File: src/core/daq_ctrl_consts.svh
// register offsets, field positions and reset values of the control bank
`ifndef DAQ_CTRL_CONSTS_SVH
`define DAQ_CTRL_CONSTS_SVH

// ****************************************************************
// register indices and byte addresses (byte address = 4 * index)
// ****************************************************************
`define IDX_INTERRUPT_DMA_ENABLE    8'h02
`define IDX_INPUT_MODE_SCAN_CONTROL 8'h0f
`define ADDR_INTERRUPT_DMA_ENABLE   8'h08
`define ADDR_INPUT_MODE_SCAN_CONTROL 8'h3c
`define ADDR_EVENT_STATUS           8'h40
`define ADDR_EVENT_CLEAR            8'h44
`define ADDR_EVENT_ENABLE           8'h48
`define ADDR_AUX_CONFIG             8'h4c
`define ADDR_BLOCK_STATE            8'h50

// ****************************************************************
// interrupt_dma_enable fields
// ****************************************************************
`define BIT_DATA_READY_IRQ_EN    5
`define BIT_ADC_ERROR_IRQ_EN     4
`define BIT_UPDATE_COUNTER_IRQ_EN 3
`define BIT_DIGITAL_PORT_IRQ_EN  1
`define BIT_ADC_DMA_REQUEST_EN   0
`define MASK_INTERRUPT_DMA_ENABLE 8'h3b

// ****************************************************************
// input_mode_scan_control fields
// ****************************************************************
`define BIT_EXT_CONVERT_RX_DISABLE 4
`define BIT_DIFFERENTIAL_SEL       3
`define BIT_CONVERT_PULSE_DRIVE    2
`define BIT_INTERVAL_CLOCK_RX      1
`define BIT_INTERVAL_SCAN_EN       0
`define MASK_INPUT_MODE_SCAN_CONTROL 8'h1f

// ****************************************************************
// aux_config fields, event bits, reset values
// ****************************************************************
`define BIT_NONREFERENCED_SEL 0
`define BIT_DAC0_TIMED_LOAD   1
`define BIT_DAC1_TIMED_LOAD   2
`define MASK_AUX_CONFIG       8'h07
`define EVENT_COUNT           5
`define EV_DATA_READY         0
`define EV_ADC_ERROR          1
`define EV_UPDATE             2
`define EV_DIGITAL_PORT       3
`define EV_CONVERT            4
`define RESET_CMD_REG         8'h00
`define RESET_EVENT_REG       5'h00

`endif

File: src/core/daq_ctrl_pkg.sv
// types shared by the control bank
package daq_ctrl_pkg;

  // analog input mode, one-hot
  typedef enum logic [2:0] {
    MODE_REFERENCED_SINGLE_ENDED    = 3'b001,
    MODE_NONREFERENCED_SINGLE_ENDED = 3'b010,
    MODE_DIFFERENTIAL               = 3'b100
  } input_mode_e;

endpackage : daq_ctrl_pkg

File: src/core/daq_irq_and_input_mode_control.sv
// interrupt/dma enable and input-mode/scan control bank behind apb
//
// Notes on behaviour
// - data-ready enable set interrupts while adc data available is set.
// - error enable set interrupts on adc overflow or overrun.
// - counter enable set interrupts on the update counter flag.
// - the same update event sets the flag and loads timed dacs.
// - digital port enable passes port a/b requests, else blocks them from all but the event log.
// - dma enable set requests dma while data is available.
// - rx-disable or drive bit set ignores convert pin; else falling edge starts conversion.
// - differential and nonreferenced bits select one of three modes.
// - drive bit clear after reset; set drives convert pulses out.
// - interval rx clear clocks scan from counter and drives its pin.
// - interval rx set makes the pin an input clocking the scan.
// - interval scan on: counter clocked by sample timer, else connector.
// - timed dac loads on update event, else on high byte write.
//
// Added by the designer: register access over APB.
`include "daq_ctrl_consts.svh"
`timescale 1ns/1ps
`default_nettype none

module daq_irq_and_input_mode_control (
  // clock and reset
  input  wire logic        pclk,
  input  wire logic        presetn,
  // apb slave
  input  wire logic        psel,
  input  wire logic        penable,
  input  wire logic        pwrite,
  input  wire logic [7:0]  paddr,
  input  wire logic [31:0] pwdata,
  output logic      [31:0] prdata,
  output logic             pready,
  output logic             pslverr,
  // acquisition sources, same clock
  input  wire logic        adc_data_available,
  input  wire logic        adc_overflow,
  input  wire logic        adc_overrun,
  input  wire logic        update_counter_tick,
  input  wire logic        timer_irq_clear,
  input  wire logic        port_a_irq_req,
  input  wire logic        port_b_irq_req,
  input  wire logic        internal_convert_tick,
  input  wire logic        sample_timer_tick,
  input  wire logic        interval_counter_tick,
  input  wire logic        interval_counter_level,
  input  wire logic [1:0]  dac_high_byte_written,
  // connector pins
  input  wire logic        ext_update_n,
  input  wire logic        ext_convert_n_in,
  output logic             ext_convert_n_out,
  output logic             ext_convert_n_oe_n,
  input  wire logic        interval_counter_out_in,
  output logic             interval_counter_out_out,
  output logic             interval_counter_out_oe_n,
  input  wire logic        interval_counter_clk,
  // results to the acquisition logic
  output logic             adc_convert_start,
  output logic             adc_dma_request,
  output logic             interval_scan_tick,
  output logic             interval_counter_clk_tick,
  output logic             interval_scan_en,
  output daq_ctrl_pkg::input_mode_e input_mode,
  output logic [1:0]       dac_update,
  output logic             update_counter_flag,
  output logic             host_irq
);

  // ****************************************************************
  // registers
  // ****************************************************************
  logic [7:0]  interrupt_dma_enable_reg;
  logic [7:0]  input_mode_scan_control_reg;
  logic [7:0]  aux_config_reg;
  logic [4:0]  event_enable_reg;
  logic [31:0] prdata_reg;
  logic        slverr_reg;
  logic        update_counter_flag_reg;
  logic [1:0]  dac_update_reg;
  logic        convert_start_reg;
  logic        ext_convert_out_reg;
  logic        interval_pin_out_reg;

  logic [3:0]  pin_rise;
  logic [3:0]  pin_fall;
  logic [4:0]  event_status;
  logic        event_irq_out;
  logic [4:0]  event_pulse;
  logic        wr_access;
  logic        setup_phase;
  logic        update_event;
  logic        ext_start;
  logic        data_prev_reg;
  logic        err_prev_reg;
  logic        dio_prev_reg;
  logic        doc_irq;

  // address match, used by write decode and read mux
  function automatic logic hit(input logic [7:0] a, input logic [7:0] r);
    hit = (a[7:2] == r[7:2]);
  endfunction : hit

  function automatic logic known(input logic [7:0] a);
    known = hit(a, `ADDR_INTERRUPT_DMA_ENABLE)
          | hit(a, `ADDR_INPUT_MODE_SCAN_CONTROL)
          | hit(a, `ADDR_EVENT_STATUS) | hit(a, `ADDR_EVENT_CLEAR)
          | hit(a, `ADDR_EVENT_ENABLE) | hit(a, `ADDR_AUX_CONFIG)
          | hit(a, `ADDR_BLOCK_STATE);
  endfunction : known

  // ****************************************************************
  // apb slave: one wait-free access phase
  // ****************************************************************
  assign setup_phase = psel & ~penable;
  assign wr_access   = psel & penable & pwrite;
  assign pready      = 1'b1;
  assign prdata      = prdata_reg;
  assign pslverr     = psel & penable & slverr_reg;

  // read data captured in setup so it comes from a flop in access
  always_ff @(posedge pclk or negedge presetn) begin
    if (!presetn) begin
      prdata_reg <= 32'h0000_0000;
      slverr_reg <= 1'b0;
    end else if (setup_phase) begin
      slverr_reg <= ~known(paddr);
      prdata_reg <= 32'h0000_0000;
      if (!pwrite) begin
        // command registers are write-only and read back zero
        if (hit(paddr, `ADDR_EVENT_STATUS))
          prdata_reg <= {27'h0, event_status};
        else if (hit(paddr, `ADDR_EVENT_ENABLE))
          prdata_reg <= {27'h0, event_enable_reg};
        else if (hit(paddr, `ADDR_AUX_CONFIG))
          prdata_reg <= {24'h0, aux_config_reg};
        else if (hit(paddr, `ADDR_BLOCK_STATE))
          prdata_reg <= {26'h0, host_irq, adc_dma_request,
                         update_counter_flag_reg, input_mode};
      end
    end
  end

  // command registers, unused bits dropped
  always_ff @(posedge pclk or negedge presetn) begin
    if (!presetn) begin
      interrupt_dma_enable_reg    <= `RESET_CMD_REG;
      input_mode_scan_control_reg <= `RESET_CMD_REG;
    end else if (wr_access) begin
      if (hit(paddr, `ADDR_INTERRUPT_DMA_ENABLE))
        interrupt_dma_enable_reg <= pwdata[7:0]
                                    & `MASK_INTERRUPT_DMA_ENABLE;
      if (hit(paddr, `ADDR_INPUT_MODE_SCAN_CONTROL))
        input_mode_scan_control_reg <= pwdata[7:0]
                                       & `MASK_INPUT_MODE_SCAN_CONTROL;
    end
  end

  // auxiliary configuration and event enable
  always_ff @(posedge pclk or negedge presetn) begin
    if (!presetn) begin
      aux_config_reg   <= `RESET_CMD_REG;
      event_enable_reg <= `RESET_EVENT_REG;
    end else if (wr_access) begin
      if (hit(paddr, `ADDR_AUX_CONFIG))
        aux_config_reg <= pwdata[7:0] & `MASK_AUX_CONFIG;
      if (hit(paddr, `ADDR_EVENT_ENABLE))
        event_enable_reg <= pwdata[4:0];
    end
  end

  // ****************************************************************
  // connector pin synchronisers
  // ****************************************************************
  pin_sync #(
    .W (4)
  ) u_pin_sync (
    .pclk    (pclk),
    .presetn (presetn),
    .pin_in  ({interval_counter_clk, interval_counter_out_in,
               ext_update_n, ext_convert_n_in}),
    .level   (),
    .rise    (pin_rise),
    .fall    (pin_fall)
  );

  // ****************************************************************
  // input mode and conversion start
  // ****************************************************************
  // differential wins over the nonreferenced bit
  always_comb begin
    if (input_mode_scan_control_reg[`BIT_DIFFERENTIAL_SEL])
      input_mode = daq_ctrl_pkg::MODE_DIFFERENTIAL;
    else if (aux_config_reg[`BIT_NONREFERENCED_SEL])
      input_mode = daq_ctrl_pkg::MODE_NONREFERENCED_SINGLE_ENDED;
    else
      input_mode = daq_ctrl_pkg::MODE_REFERENCED_SINGLE_ENDED;
  end

  // a falling pin edge counts only when neither disabled nor driven
  assign ext_start = pin_fall[0]
    & ~input_mode_scan_control_reg[`BIT_EXT_CONVERT_RX_DISABLE]
    & ~input_mode_scan_control_reg[`BIT_CONVERT_PULSE_DRIVE];

  always_ff @(posedge pclk or negedge presetn) begin
    if (!presetn) begin
      convert_start_reg   <= 1'b0;
      ext_convert_out_reg <= 1'b1;
    end else begin
      convert_start_reg <= ext_start | (internal_convert_tick
        & input_mode_scan_control_reg[`BIT_CONVERT_PULSE_DRIVE]);
      ext_convert_out_reg <= ~internal_convert_tick;
    end
  end

  assign adc_convert_start  = convert_start_reg;
  assign ext_convert_n_out  = ext_convert_out_reg;
  assign ext_convert_n_oe_n =
    ~input_mode_scan_control_reg[`BIT_CONVERT_PULSE_DRIVE];

  // ****************************************************************
  // interval scan clocking
  // ****************************************************************
  assign interval_scan_en =
    input_mode_scan_control_reg[`BIT_INTERVAL_SCAN_EN];
  assign interval_scan_tick =
    input_mode_scan_control_reg[`BIT_INTERVAL_CLOCK_RX]
      ? pin_rise[2] : interval_counter_tick;
  assign interval_counter_clk_tick =
    interval_scan_en ? sample_timer_tick : pin_rise[3];
  assign interval_counter_out_oe_n =
    input_mode_scan_control_reg[`BIT_INTERVAL_CLOCK_RX];

  // pin copy of the counter output, registered for a clean drive
  always_ff @(posedge pclk or negedge presetn) begin
    if (!presetn)
      interval_pin_out_reg <= 1'b0;
    else
      interval_pin_out_reg <= interval_counter_level;
  end
  assign interval_counter_out_out = interval_pin_out_reg;

  // ****************************************************************
  // update event: counter flag and dac loads
  // ****************************************************************
  assign update_event = update_counter_tick | pin_fall[1];

  // set wins over the timer clear
  always_ff @(posedge pclk or negedge presetn) begin
    if (!presetn)
      update_counter_flag_reg <= 1'b0;
    else if (update_event)
      update_counter_flag_reg <= 1'b1;
    else if (timer_irq_clear)
      update_counter_flag_reg <= 1'b0;
  end
  assign update_counter_flag = update_counter_flag_reg;

  // timed dacs follow the update event, others the high byte write
  always_ff @(posedge pclk or negedge presetn) begin
    if (!presetn) begin
      dac_update_reg <= 2'b00;
    end else begin
      for (int i = 0; i < 2; i++) begin
        dac_update_reg[i] <= aux_config_reg[`BIT_DAC0_TIMED_LOAD + i]
          ? update_event : dac_high_byte_written[i];
      end
    end
  end
  assign dac_update = dac_update_reg;

  // ****************************************************************
  // interrupts and dma
  // ****************************************************************
  assign adc_dma_request = adc_data_available
    & interrupt_dma_enable_reg[`BIT_ADC_DMA_REQUEST_EN];

  // levels: each stays until its own source is serviced
  assign doc_irq =
    (adc_data_available
      & interrupt_dma_enable_reg[`BIT_DATA_READY_IRQ_EN])
    | ((adc_overflow | adc_overrun)
      & interrupt_dma_enable_reg[`BIT_ADC_ERROR_IRQ_EN])
    | (update_counter_flag_reg
      & interrupt_dma_enable_reg[`BIT_UPDATE_COUNTER_IRQ_EN])
    | ((port_a_irq_req | port_b_irq_req)
      & interrupt_dma_enable_reg[`BIT_DIGITAL_PORT_IRQ_EN]);

  // rising edges of the source levels feed the event log
  always_ff @(posedge pclk or negedge presetn) begin
    if (!presetn) begin
      data_prev_reg <= 1'b0;
      err_prev_reg  <= 1'b0;
      dio_prev_reg  <= 1'b0;
    end else begin
      data_prev_reg <= adc_data_available;
      err_prev_reg  <= adc_overflow | adc_overrun;
      dio_prev_reg  <= port_a_irq_req | port_b_irq_req;
    end
  end

  assign event_pulse[`EV_DATA_READY]   = adc_data_available & ~data_prev_reg;
  assign event_pulse[`EV_ADC_ERROR]    =
    (adc_overflow | adc_overrun) & ~err_prev_reg;
  assign event_pulse[`EV_UPDATE]       = update_event;
  assign event_pulse[`EV_DIGITAL_PORT] =
    (port_a_irq_req | port_b_irq_req) & ~dio_prev_reg;
  assign event_pulse[`EV_CONVERT]      = convert_start_reg;

  event_irq #(
    .N (`EVENT_COUNT)
  ) u_event_irq (
    .pclk        (pclk),
    .presetn     (presetn),
    .event_pulse (event_pulse),
    .clear_wr    (wr_access & hit(paddr, `ADDR_EVENT_CLEAR)),
    .clear_bits  (pwdata[4:0]),
    .enable_bits (event_enable_reg),
    .status      (event_status),
    .irq         (event_irq_out)
  );

  assign host_irq = doc_irq | event_irq_out;

  // ****************************************************************
  // assertions
  // ****************************************************************
  property p_data_irq;
    @(posedge pclk) disable iff (!presetn)
    (adc_data_available && interrupt_dma_enable_reg[5]) |-> host_irq;
  endproperty
  a_data_irq: assert property (p_data_irq)
    else $error("data ready did not raise interrupt");

  property p_err_irq;
    @(posedge pclk) disable iff (!presetn)
    ((adc_overflow || adc_overrun) && interrupt_dma_enable_reg[4])
      |-> host_irq;
  endproperty
  a_err_irq: assert property (p_err_irq)
    else $error("adc error did not raise interrupt");

  property p_cnt_flag;
    @(posedge pclk) disable iff (!presetn)
    update_event |=> update_counter_flag_reg
      && (interrupt_dma_enable_reg[3] -> host_irq);
  endproperty
  a_cnt_flag: assert property (p_cnt_flag)
    else $error("update event lost");

  property p_dac_timed;
    @(posedge pclk) disable iff (!presetn)
    (update_event && aux_config_reg[1] && !$past(wr_access))
      |=> dac_update_reg[0];
  endproperty
  a_dac_timed: assert property (p_dac_timed)
    else $error("timed dac missed update event");

  property p_dio_block;
    @(posedge pclk) disable iff (!presetn)
    (!interrupt_dma_enable_reg[1] && !interrupt_dma_enable_reg[5]
      && !interrupt_dma_enable_reg[4] && !interrupt_dma_enable_reg[3]
      && event_irq_out == 1'b0) |-> !host_irq;
  endproperty
  a_dio_block: assert property (p_dio_block)
    else $error("interrupt raised with all sources disabled");

  property p_dma;
    @(posedge pclk) disable iff (!presetn)
    adc_dma_request == (adc_data_available && interrupt_dma_enable_reg[0]);
  endproperty
  a_dma: assert property (p_dma)
    else $error("dma request mismatch");

  property p_ext_conv;
    @(posedge pclk) disable iff (!presetn)
    (pin_fall[0] && input_mode_scan_control_reg[4:2] == 3'b000)
      |=> adc_convert_start;
  endproperty
  a_ext_conv: assert property (p_ext_conv)
    else $error("falling convert edge did not start conversion");

  property p_mode;
    @(posedge pclk) disable iff (!presetn)
    input_mode_scan_control_reg[3]
      |-> input_mode == daq_ctrl_pkg::MODE_DIFFERENTIAL;
  endproperty
  a_mode: assert property (p_mode)
    else $error("differential mode not selected");

  property p_pin_dir;
    @(posedge pclk) disable iff (!presetn)
    interval_counter_out_oe_n == input_mode_scan_control_reg[1]
      && ext_convert_n_oe_n == !input_mode_scan_control_reg[2];
  endproperty
  a_pin_dir: assert property (p_pin_dir)
    else $error("pin direction wrong");

  property p_reset_zero;
    @(posedge pclk) $rose(presetn) |-> interrupt_dma_enable_reg == 8'h00
      && input_mode_scan_control_reg == 8'h00;
  endproperty
  a_reset_zero: assert property (p_reset_zero)
    else $error("command register not zero after reset");

  c_ext_conv: cover property (@(posedge pclk) disable iff (!presetn)
    ext_start ##1 adc_convert_start);
  c_cnt_irq: cover property (@(posedge pclk) disable iff (!presetn)
    update_event && interrupt_dma_enable_reg[3] ##1 host_irq);
  c_rx_scan: cover property (@(posedge pclk) disable iff (!presetn)
    input_mode_scan_control_reg[1] && interval_scan_tick);

endmodule : daq_irq_and_input_mode_control

`default_nettype wire

File: src/core/event_irq.sv
// sticky event status with enable, clear-on-write and level interrupt
`timescale 1ns/1ps
`default_nettype none

module event_irq #(
  parameter int N = 5
) (
  // clock and reset
  input  wire logic         pclk,
  input  wire logic         presetn,
  // event pulses
  input  wire logic [N-1:0] event_pulse,
  // software side
  input  wire logic         clear_wr,
  input  wire logic [N-1:0] clear_bits,
  input  wire logic [N-1:0] enable_bits,
  // status and interrupt
  output logic      [N-1:0] status,
  output logic              irq
);

  logic [N-1:0] status_reg;

  // set wins over clear so an event in the clearing cycle survives
  always_ff @(posedge pclk or negedge presetn) begin
    if (!presetn) begin
      status_reg <= '0;
    end else begin
      status_reg <= (status_reg & ~(clear_wr ? clear_bits : '0))
                    | event_pulse;
    end
  end

  assign status = status_reg;
  assign irq    = |(status_reg & enable_bits);

endmodule : event_irq

`default_nettype wire

File: src/core/pin_sync.sv
// two-flop synchronisers for connector pins with edge pulses
`timescale 1ns/1ps
`default_nettype none

module pin_sync #(
  parameter int W = 1
) (
  // clock and reset
  input  wire logic         pclk,
  input  wire logic         presetn,
  // raw pins
  input  wire logic [W-1:0] pin_in,
  // synchronised level and edges
  output logic      [W-1:0] level,
  output logic      [W-1:0] rise,
  output logic      [W-1:0] fall
);

  logic [W-1:0] meta_reg;
  logic [W-1:0] sync_reg;
  logic [W-1:0] prev_reg;

  // idle high: all pins here are active-low or idle-high clocks
  always_ff @(posedge pclk or negedge presetn) begin
    if (!presetn) begin
      meta_reg <= '1;
      sync_reg <= '1;
      prev_reg <= '1;
    end else begin
      meta_reg <= pin_in;
      sync_reg <= meta_reg;
      prev_reg <= sync_reg;
    end
  end

  // edge pulses look only at the second stage onward
  assign level = sync_reg;
  assign rise  = sync_reg & ~prev_reg;
  assign fall  = ~sync_reg & prev_reg;

endmodule : pin_sync

`default_nettype wire
File: config.mk
export PLATFORM = sky130hd
export DESIGN_NAME = daq_irq_and_input_mode_control
export DESIGN_NICKNAME = d
export VERILOG_FILES = /design/src/core/daq_ctrl_pkg.sv /design/src/core/daq_irq_and_input_mode_control.sv /design/src/core/event_irq.sv /design/src/core/pin_sync.sv
export VERILOG_INCLUDE_DIRS = /design/src /design/src/core
export SDC_FILE = /design/constraint.sdc
export NUM_CORES = 1
export LEC_CHECK = 0
export ABC_AREA = 0
export BUFFER_PORTS_ARGS = -buffer_cell sky130_fd_sc_hd__buf_2
export CORE_MARGIN = 4
export CORE_UTILIZATION = 42
export DETAILED_ROUTE_END_ITERATION = 12
export PLACE_DENSITY = 0.76
export SYNTH_ARGS = -nofsm -noshare
export SYNTH_HDL_FRONTEND = slang
export SYNTH_SLANG_ARGS = --single-unit
export TNS_END_PERCENT = 1
File: constraint.sdc
create_clock -name pclk -period 1.2 [get_ports pclk]
set_clock_uncertainty 0.1 [all_clocks]
set_input_delay 0.12 -clock pclk [delete_from_list [all_inputs] [get_ports pclk]]
set_output_delay 0.12 -clock pclk [all_outputs]
set_load 0.01 [all_outputs]
Word-level counts from Yosys, hierarchy flattened
Index checks and enable logic that the tools add are counted.

storage, ports and cells
  bits in registers = 77
  latch bits = 0
  RAM bits = 0
  memory bits (read-only) = 0
  logic and storage cells = 91
  memories kept = 0

cells by class
  add/subtract/negate cells = 0
  $mul = 0
  div/mod/pow operators = 0
  magnitude comparators = 0
  eq/ne operators = 7
  shift-type cells = 0
  mux-type cells = 14
  bitwise gates (word level) = 46
  reduce and logical (&&, ||, !) cells = 6

operators by type and width
  operator                                        number
  2-to-1 mux 32 bit                               1
  == test 6 x 5 -> 1 bit (second input constant)  5
  2-to-1 mux 6 bit                                4
  bitwise AND 1 bit                               16
  bitwise OR 1 bit                                14
  bitwise AND 5 bit                               2
  inverter 1 bit                                  8
  AND reduction 2 bit                             4
  == test 6 x 2 -> 1 bit (second input constant)  1
  == test 6 x 4 -> 1 bit (second input constant)  1
  2-to-1 mux 1 bit                                6
  2-to-1 mux 5 bit                                1
  inverter 5 bit                                  1
  bitwise OR 5 bit                                1
  OR reduction 5 bit                              1
  bitwise AND 4 bit                               1
  inverter 4 bit                                  1
  2-to-1 mux 3 bit                                1
  bitwise AND 2 bit                               1
  2-to-1 mux 2 bit                                1
  inverter 2 bit                                  1
  nonzero test 2 bit                              1

Logic depth before layout (Yosys ltp)
Gate-level depths: netlist of the first run.

  depth after elaboration = 11
  depth in mapped cells = 6
  mapped depth without buffers = 4

Cells and area by module
From an unflattened synthesis of the first run, not the netlist that was laid out.

second synthesis, totals
  cell total of the unflattened synthesis = 199
  area total of the unflattened synthesis = 2364.8 um^2

by module, submodules not included
  module                          times used  cells an instance  area an instance (um^2)  seq. area each (um^2)
  daq_irq_and_input_mode_control  1           161                1776.7                   852.1
  pin_sync                        1           20                 385.4                    315.3
  event_irq                       1           18                 202.7                    125.1

Worst setup path before layout of the first run
OpenSTA, ideal clock, no wires.

  path type = input to register
  from = input port paddr[6]
  to = register aux_config_reg[0]
  arrival = 1.189 ns
  data required time = 0.975 ns
  slack = -0.214 ns
  cell stages on the path = 4
  cell sequence = buf_4 > nand3b_1 > or4_4 > mux2_4

between the ends
  cells in the longest elaborated chain, start to end = 2

ends and longest elaborated chain
  what                           RTL line                               RTL
  from (decl)                    daq_irq_and_input_mode_control.sv:31   input wire logic [7:0] paddr,
  == test 6 x 5 -> 1 bit         daq_irq_and_input_mode_control.sv:101  hit = (a[7:2] == r[7:2]);
  AND reduction 2 bit (no line)  --
  to (signal assigned)           daq_irq_and_input_mode_control.sv:162  aux_config_reg <= `RESET_CMD_REG;
  to (signal assigned)           daq_irq_and_input_mode_control.sv:166  aux_config_reg <= pwdata[7:0] & `MASK_AUX_CONFIG;
  to (decl)                      daq_irq_and_input_mode_control.sv:75   logic [7:0] aux_config_reg;

No other way between the ends.
A chain may end at the register's enable or synchronous reset.

Worst setup path after layout of the first run
  from = register event_enable_reg[3]
  to = output port host_irq

between the ends
  cells in the longest elaborated chain, start to end = 3

ends and longest elaborated chain
  what                    RTL line                               RTL
  from (decl)             daq_irq_and_input_mode_control.sv:76   logic [4:0] event_enable_reg;
  from (signal assigned)  daq_irq_and_input_mode_control.sv:163  event_enable_reg <= `RESET_EVENT_REG;
  from (signal assigned)  daq_irq_and_input_mode_control.sv:168  event_enable_reg <= pwdata[4:0];
  bitwise AND 5 bit       event_irq.sv:35                        assign irq = |(status_reg & enable_bits);
  OR reduction 5 bit      event_irq.sv:35
  bitwise OR 1 bit        daq_irq_and_input_mode_control.sv:323  assign host_irq = doc_irq | event_irq_out;
  to (decl)               daq_irq_and_input_mode_control.sv:67   output logic host_irq

No other way between the ends.

==> impl_results.md, run 1 <==
* Number of synthesized register bits at 51
* Final period util at 133%
* Total grt overflow at 0
* Yosys warning total at 0
* DRT iter0 DRCs at 81
* Global-route wire length before repair at 8910 microns
* Number of diodes at 0
* Fill cells at 462
* DRC Markers at 0
* Core region area at 5540 sq um
* Routed wire length at 5330 microns
* Cell Rows at 27
* Fin worst setup slack at -391 ps
* Worst-path maximum fanout at 2
* Synth unique cells at 47
* Worst-Skew Late Latency at 300 ps
* Die height at 84.0 microns
* Clock transition at path regs at 100 ps
* Chip Width at 84.0 microns
* CP peak stage delay at 400 ps
* Max FFs per register at 6
* CP bufs+invs at 2
* Crit start category: flop
* Fin area at 3320 sq um
* Final setup viols at 9
* IO Count at 112
* Gate Count Post-Synth at 212
* Hold Violations, Final at 0
* Routed Antenna Nets at 0
* Placement Setup Slack at -318 ps
* PortBufs at 56
* Area grow syn2layout at 37.0%
* RD Place Congestion at 0.842
* Sequential fraction of the synthesis area at 53.3%
* Pwr dens at 1110 nW/um^2
* Vias in the first global route at 1,853
* Slowest cell on crit path: dfrtp_1
* Worst min path class: in -> reg
* Req. time, crit path at 980 ps
* Cell family with most CP delay: flip-flops
* Max Fclk at 0.629 GHz
* Worst setup EP type: output port
* Layout cells sized above 1 at 48.8%
* CTS tree: yes
* Setup CP Type: reg -> out
* Peak supply drop at 0.878 mV
* Asr flop ratio synth at 100%
* R2R depth at 6
* Initial Util at 43.8%
* Cts bufs inserted at 5
* Tmin final at 1590 ps
* Lkg Pwr at 1.65 nW
* Die ar. at 7050 sq um
* CTS Buffer Depth at 2
* Vias/cell at 4.64
* CTS Root Cell: clkbuf_8
* Hold depth at 3
* Post-synth EDFFs at 0
* Data arrival time of the critical path at 1370 ps
* Syn Area/Cell at 11.4 sq um
* Ys flop type: dfrtp_1
* Max Cap Viol at 0
* Cell Chain, Critical Path: a22oi_1, nand2_1, nor3_2, inv_1, buf_2
* Mapped Area at 2420 sq um
* Placed inst area at 2950 sq um
* Initial antenna violation count at 0
* Largest net degree at the start of global routing at 52
* Gr usage total at 16.0%
* Wire per inst at 13.5 microns
* Clock sink count at 51
* Status: finished, violations left
* Via count at 1,828
* Max-slew violations at 0
* Worst path depth at 5
* Violations in the final reports: negative setup slack
* TritonRoute pass-1 iters at 4
* CTS H-tree lvls at 2
* Unrepaired setup endpoints after global routing: yes
* Post-detail-place hpwl at 4010 microns
* Nets at 383
==> report_power, final <==
part	internal, mW	total [mW]	switching (mW)
Sequential	1.81	1.85	0.0410
Combinational	0.291	0.576	0.285
Clock	0.686	1.26	0.576
==> cells in the mapped netlist (3+ instances only) <==
cell | instances | area (sq um)
dfrtp_1 | 38 | 951
buf_4 | 29 | 218
nand2_1 | 20 | 75.1
dfstp_2 | 13 | 342
a21oi_1 | 10 | 50.1
inv_1 | 10 | 37.5
mux2_2 | 10 | 113
mux2_4 | 8 | 120
nor2_1 | 7 | 26.3
o21ai_0 | 7 | 35.0
a22o_1 | 4 | 35.0
nor2b_1 | 4 | 25.0
a22oi_1 | 3 | 22.5
nand2b_1 | 3 | 18.8
nand3b_1 | 3 | 22.5
nor3_1 | 3 | 15.0
o21ai_1 | 3 | 15.0
==> metal layers <==
layer  up-vias  wire (microns)  track usage (%)
met5         -               0                0
met2        59            2610             26.1
li1        886               -                -
met4         0              71             4.97
met1       875            2290             20.3
met3         8             356             4.84
==> timing repair <==
action | CTS | global route
setup endpoints to repair | 13 | 25
resized for setup | 9 | 18
setup buffers | 2 | 0
hold buffers | 13 | 1
pin swaps | 9 | 3
endpoints found under the hold margin | 64 | 1
==> final timing paths <==
kind | to | from | slack, ps
max in group asynchronous | u_pin_sync.prev_reg[1] | presetn | 470
min in group asynchronous | input_mode_scan_control_reg[4] | presetn | 240
worst max-delay path | host_irq | event_enable_reg[3] | -390
worst max register to register | prdata[5] | event_enable_reg[3] | -160
worst min register to register | u_pin_sync.level[1] | u_pin_sync.meta_reg[1] | 260
worst min-delay path | input_mode_scan_control_reg[2] | pwdata[2] | 10
==> kinds of logic (layout without fill, tap and decap cells) <==
| group | count (synthesis) | after routing | synth area share, % |
|---|---|---|---|
| flops | 51 | 51 | 53.3 |
| buf+inv | 43 | 128 | 11.5 |
| other cells | 2 | 27 | 0.310 |
| simple gates | 59 | 59 | 14.4 |
| compound gates | 37 | 37 | 9.96 |
| mux | 20 | 20 | 10.5 |
==> through the flow <==
step	total power [mW]	hold slack [ps]	setup TNS [ps]	utilization [%]	std cells
after global placement	2.36	24.2	-6520	53.2	370
after detailed placement	2.38	32.2	-6840	53.2	370
after CTS	3.71	3.15	-1430	58.5	393
after floorplan	2.16	-276	-2530	-	237
final	3.69	12.6	-1310	60.0	394
after global routing	3.89	14.1	-2080	60.0	394
==> layout make-up <==
cell class / count / area, sq um / area share, %
clock buffer: 6 / 82.6 / 2.49
timing repair buffer: 110 / 776 / 23.4
clock inverter: 2 / 38.8 / 1.17
sequential: 51 / 1290 / 38.9
multi-input combinational: 143 / 1000 / 30.2
inverter: 10 / 37.5 / 1.13
tap: 72 / 90.1 / 2.71
==> layout by cell type, fill, tap and decap left out, types with 4 or more instances in the layout <==
cell type / instances
buf_2: 51
dfrtp_1: 38
buf_4: 36
conb_1: 27
nand2_1: 20
dlygate4sd3_1: 14
dfstp_2: 13
mux2_2: 10
inv_1: 9
a21oi_1: 9
mux2_4: 8
buf_6: 8
o21ai_1: 6
clkbuf_8: 6
nor2_1: 5
a22o_1: 4
==> worst register-to-register path: cells and delay by family (launching register included) <==
kind / cells / cell delay [ps]
flip-flops: 1 / 400
buffers and inverters: 2 / 230
AO/OA/AOI/OAI: 2 / 230
AND/OR/NAND/NOR: 2 / 300
No activity file was read; power rests on OpenSTA's default activity.
==> inputs of run 2 (changes only) <==
--- a/config.mk
+++ b/config.mk
@@ -6,7 +6,7 @@
 export SDC_FILE = /design/constraint.sdc
 export NUM_CORES = 1
 export LEC_CHECK = 0
-export ABC_AREA = 0
+export ABC_AREA = 1
 export BUFFER_PORTS_ARGS = -buffer_cell sky130_fd_sc_hd__buf_2
 export CORE_MARGIN = 4
 export CORE_UTILIZATION = 42
==> run 2 against run 1 <==
  * The flow still finishes with violations (negative setup slack)
  * Wire length shrank 1.1%
  * Synthesized cell count grew 29%
  * Register-to-register slack gained 210 ps
  * Sequential power is essentially flat
  * Global-route usage shrank 0.45 points
  * Core utilization shrank 4.2 points
  * Cell area shrank 7.0%
  * Non-clock buffer count shrank 18
  * Sequential share of layout area grew 3.0 points
  * Worst setup slack gained 81 ps
  * Total power shrank 9.9%
  * Critical path type unchanged
  * Critical endpoint unchanged
  * Largest cell class unchanged
==> impl_results.md, run 2 <==
* Gate Count Post-Synth at 274
* Req. time, crit path at 980 ps
* IO Count at 112
* Cell Rows at 27
* TritonRoute pass-1 iters at 4
* RD Place Congestion at 0.879
* Int Power at 2.44 mW
* Peak supply drop at 0.672 mV
* Core region area at 5540 sq um
* Crit start category: flop
* Max-slew violations at 0
* Clock sink count at 51
* CTS H-tree lvls at 2
* CTS Root Cell: clkbuf_8
* Net Sw Frac at 26.7%
* Max FFs per register at 6
* Dpl cells at 418
* Number of diodes at 0
* Lkg Pwr at 1.61 nW
* Setup CP Type: reg -> out
* Asr flop ratio synth at 100%
* Gr usage total at 15.5%
* Number of synthesized register bits at 51
* Initial Util at 43.4%
* Total grt overflow at 0
* Vias/cell at 4.52
* Cts bufs inserted at 5
* Mapped Area at 2400 sq um
* Layout cells sized above 1 at 32.3%
* Worst min path class: in -> reg
* Largest cells by area after synthesis: dfrtp_1, dfstp_2, nand2_1
* Post-synth EDFFs at 0
* Final cell count without fillers at 443
* Clock transition at path regs at 100 ps
* Worst-Skew Late Latency at 310 ps
* Die height at 83.6 microns
* Post-detail-place hpwl at 3870 microns
* CTS Buffer Depth at 2
* Pwr dens at 1080 nW/um^2
* Most common cell in the netlist: nand2_1
* Wire per inst at 11.9 microns
* Unrepaired setup endpoints after global routing: yes
* Placed inst area at 2810 sq um
* Violations in the final reports: negative setup slack
* Global-route wire length before repair at 8800 microns
* Synth unique cells at 25
* Syn Area/Cell at 8.77 sq um
* Fin area at 3090 sq um
* CTS tree: yes
* Placement Setup Slack at -116 ps
* Ys flop type: dfrtp_1
* Max Fclk at 0.662 GHz
* DRC Markers at 0
* Post-Route Setup TNS at -714 ps
* Max Cap Viol at 0
* Hold Violations, Final at 0
* Routed Antenna Nets at 0
* Net load switching power at 0.888 mW
* Routed wire length at 5280 microns
* Commonest non-fill, non-tap cell in the layout: nand2_1
* Die ar. at 6990 sq um
* Final period util at 126%
* Gate power share at 14.9%
* Post-synth top area share at 39.6%
* Most frequent cells in the layout: nand2_1, buf_2, dfrtp_1
* Data arrival time of the critical path at 1290 ps
* DRT iter0 DRCs at 81
* Worst hold slack at 18.4 ps
* Area grow syn2layout at 28.5%
* Nets at 432
* Final setup viols at 6
* Clk pwr share at 29.2%
* Tmin final at 1510 ps
* Setup bufs post-CTS at 0
* PortBufs at 56
* Fin worst setup slack at -310 ps
* Status: finished, violations left
* Worst setup EP type: output port
* Yosys warning total at 0
* Yosys top cell by area: dfrtp_1
* Initial antenna violation count at 0
* Largest net degree at the start of global routing at 52
* Vias in the first global route at 1,936
* Worst-path maximum fanout at 2
* Share of power burned in registers at 56.0%
* Chip Width at 83.6 microns
* Via count at 2,004
* Top cells by count, synth: nand2_1, dfrtp_1, inv_1
* Sequential fraction of the synthesis area at 53.8%
## run 2: final timing paths
check                                        from  slack, ps  cells after the start                     end
setup / recovery              update_counter_flag       -310                      5                host_irq
max in group asynchronous                 presetn        490                      3  u_pin_sync.prev_reg[0]
hold / removal                          pwdata[4]         20                      3     event_enable_reg[4]
min in group asynchronous                 presetn        220                      3     event_enable_reg[1]
hold reg to reg            u_pin_sync.meta_reg[3]        260                      0     u_pin_sync.level[3]
setup reg to reg              update_counter_flag         50                      6               prdata[5]
## run 2: layout make-up
cell class / count / area [sq um]
Clock inverter: 3 / 17.5
Timing Repair Buffer: 92 / 612
Tap cell: 72 / 90.1
Inverter: 30 / 113
Fill cell: 515 / 2450
Multi-Input combinational cell: 190 / 893
Sequential cell: 51 / 1290
Clock buffer: 5 / 68.8
## run 2: per-layer routing
metal	part of all wire [%]	vias to the layer above	routed length, microns	track usage, %
met4	0.97	0	51	3.95
li1	-	997	-	-
met1	43	921	2270	19.5
met2	49	80	2600	26.8
met3	6.8	6	360	3.75
met5	0	-	0	0
## run 2: critical path, stage by stage (launching register included)
cell and delay, ps:
dfrtp_1 410, nand2_1 80, nand2_1 60, a21oi_2 90, nand4_1 150, buf_2 180
## run 2: metrics by stage
stage,power (mW),util [%]
detailed placement,2.34,50.7
global placement,2.33,50.7
finish,3.33,55.7
global route,3.51,55.7
CTS,3.37,55.5
floorplan,2.17,-
## run 2: repair_timing
item                                    4_1_cts  5_1_grt
hold endpoints to repair                     69        0
resized for setup                             2        6
hold buffers                                 17        0
pin swaps                                     1        2
endpoints found under the setup margin        6       14
## run 2: cell families (layout without fill, tap and decap cells)
logic type / Yosys count / count (layout) / synth area share (%)
buffers and inverters: 58 / 130 / 13.4
and+or+nand+nor: 133 / 133 / 25.5
AOI/OAI and AO/OA: 30 / 30 / 6.93
DFF: 51 / 51 / 53.8
other: 2 / 27 / 0.313
## run 2: power groups by stage
| stage | registers, mW | logic, mW | clock network [mW] |
|---|---|---|---|
| 6_report | 1.86 | 0.495 | 0.970 |
| 5_1_grt | 1.87 | 0.554 | 1.08 |
| 4_1_cts | 1.86 | 0.493 | 1.02 |
| 3_5_place_dp | 1.89 | 0.447 | 0 |
| 3_3_place_gp | 1.89 | 0.439 | 0 |
| 2_1_floorplan | 1.89 | 0.276 | 0 |
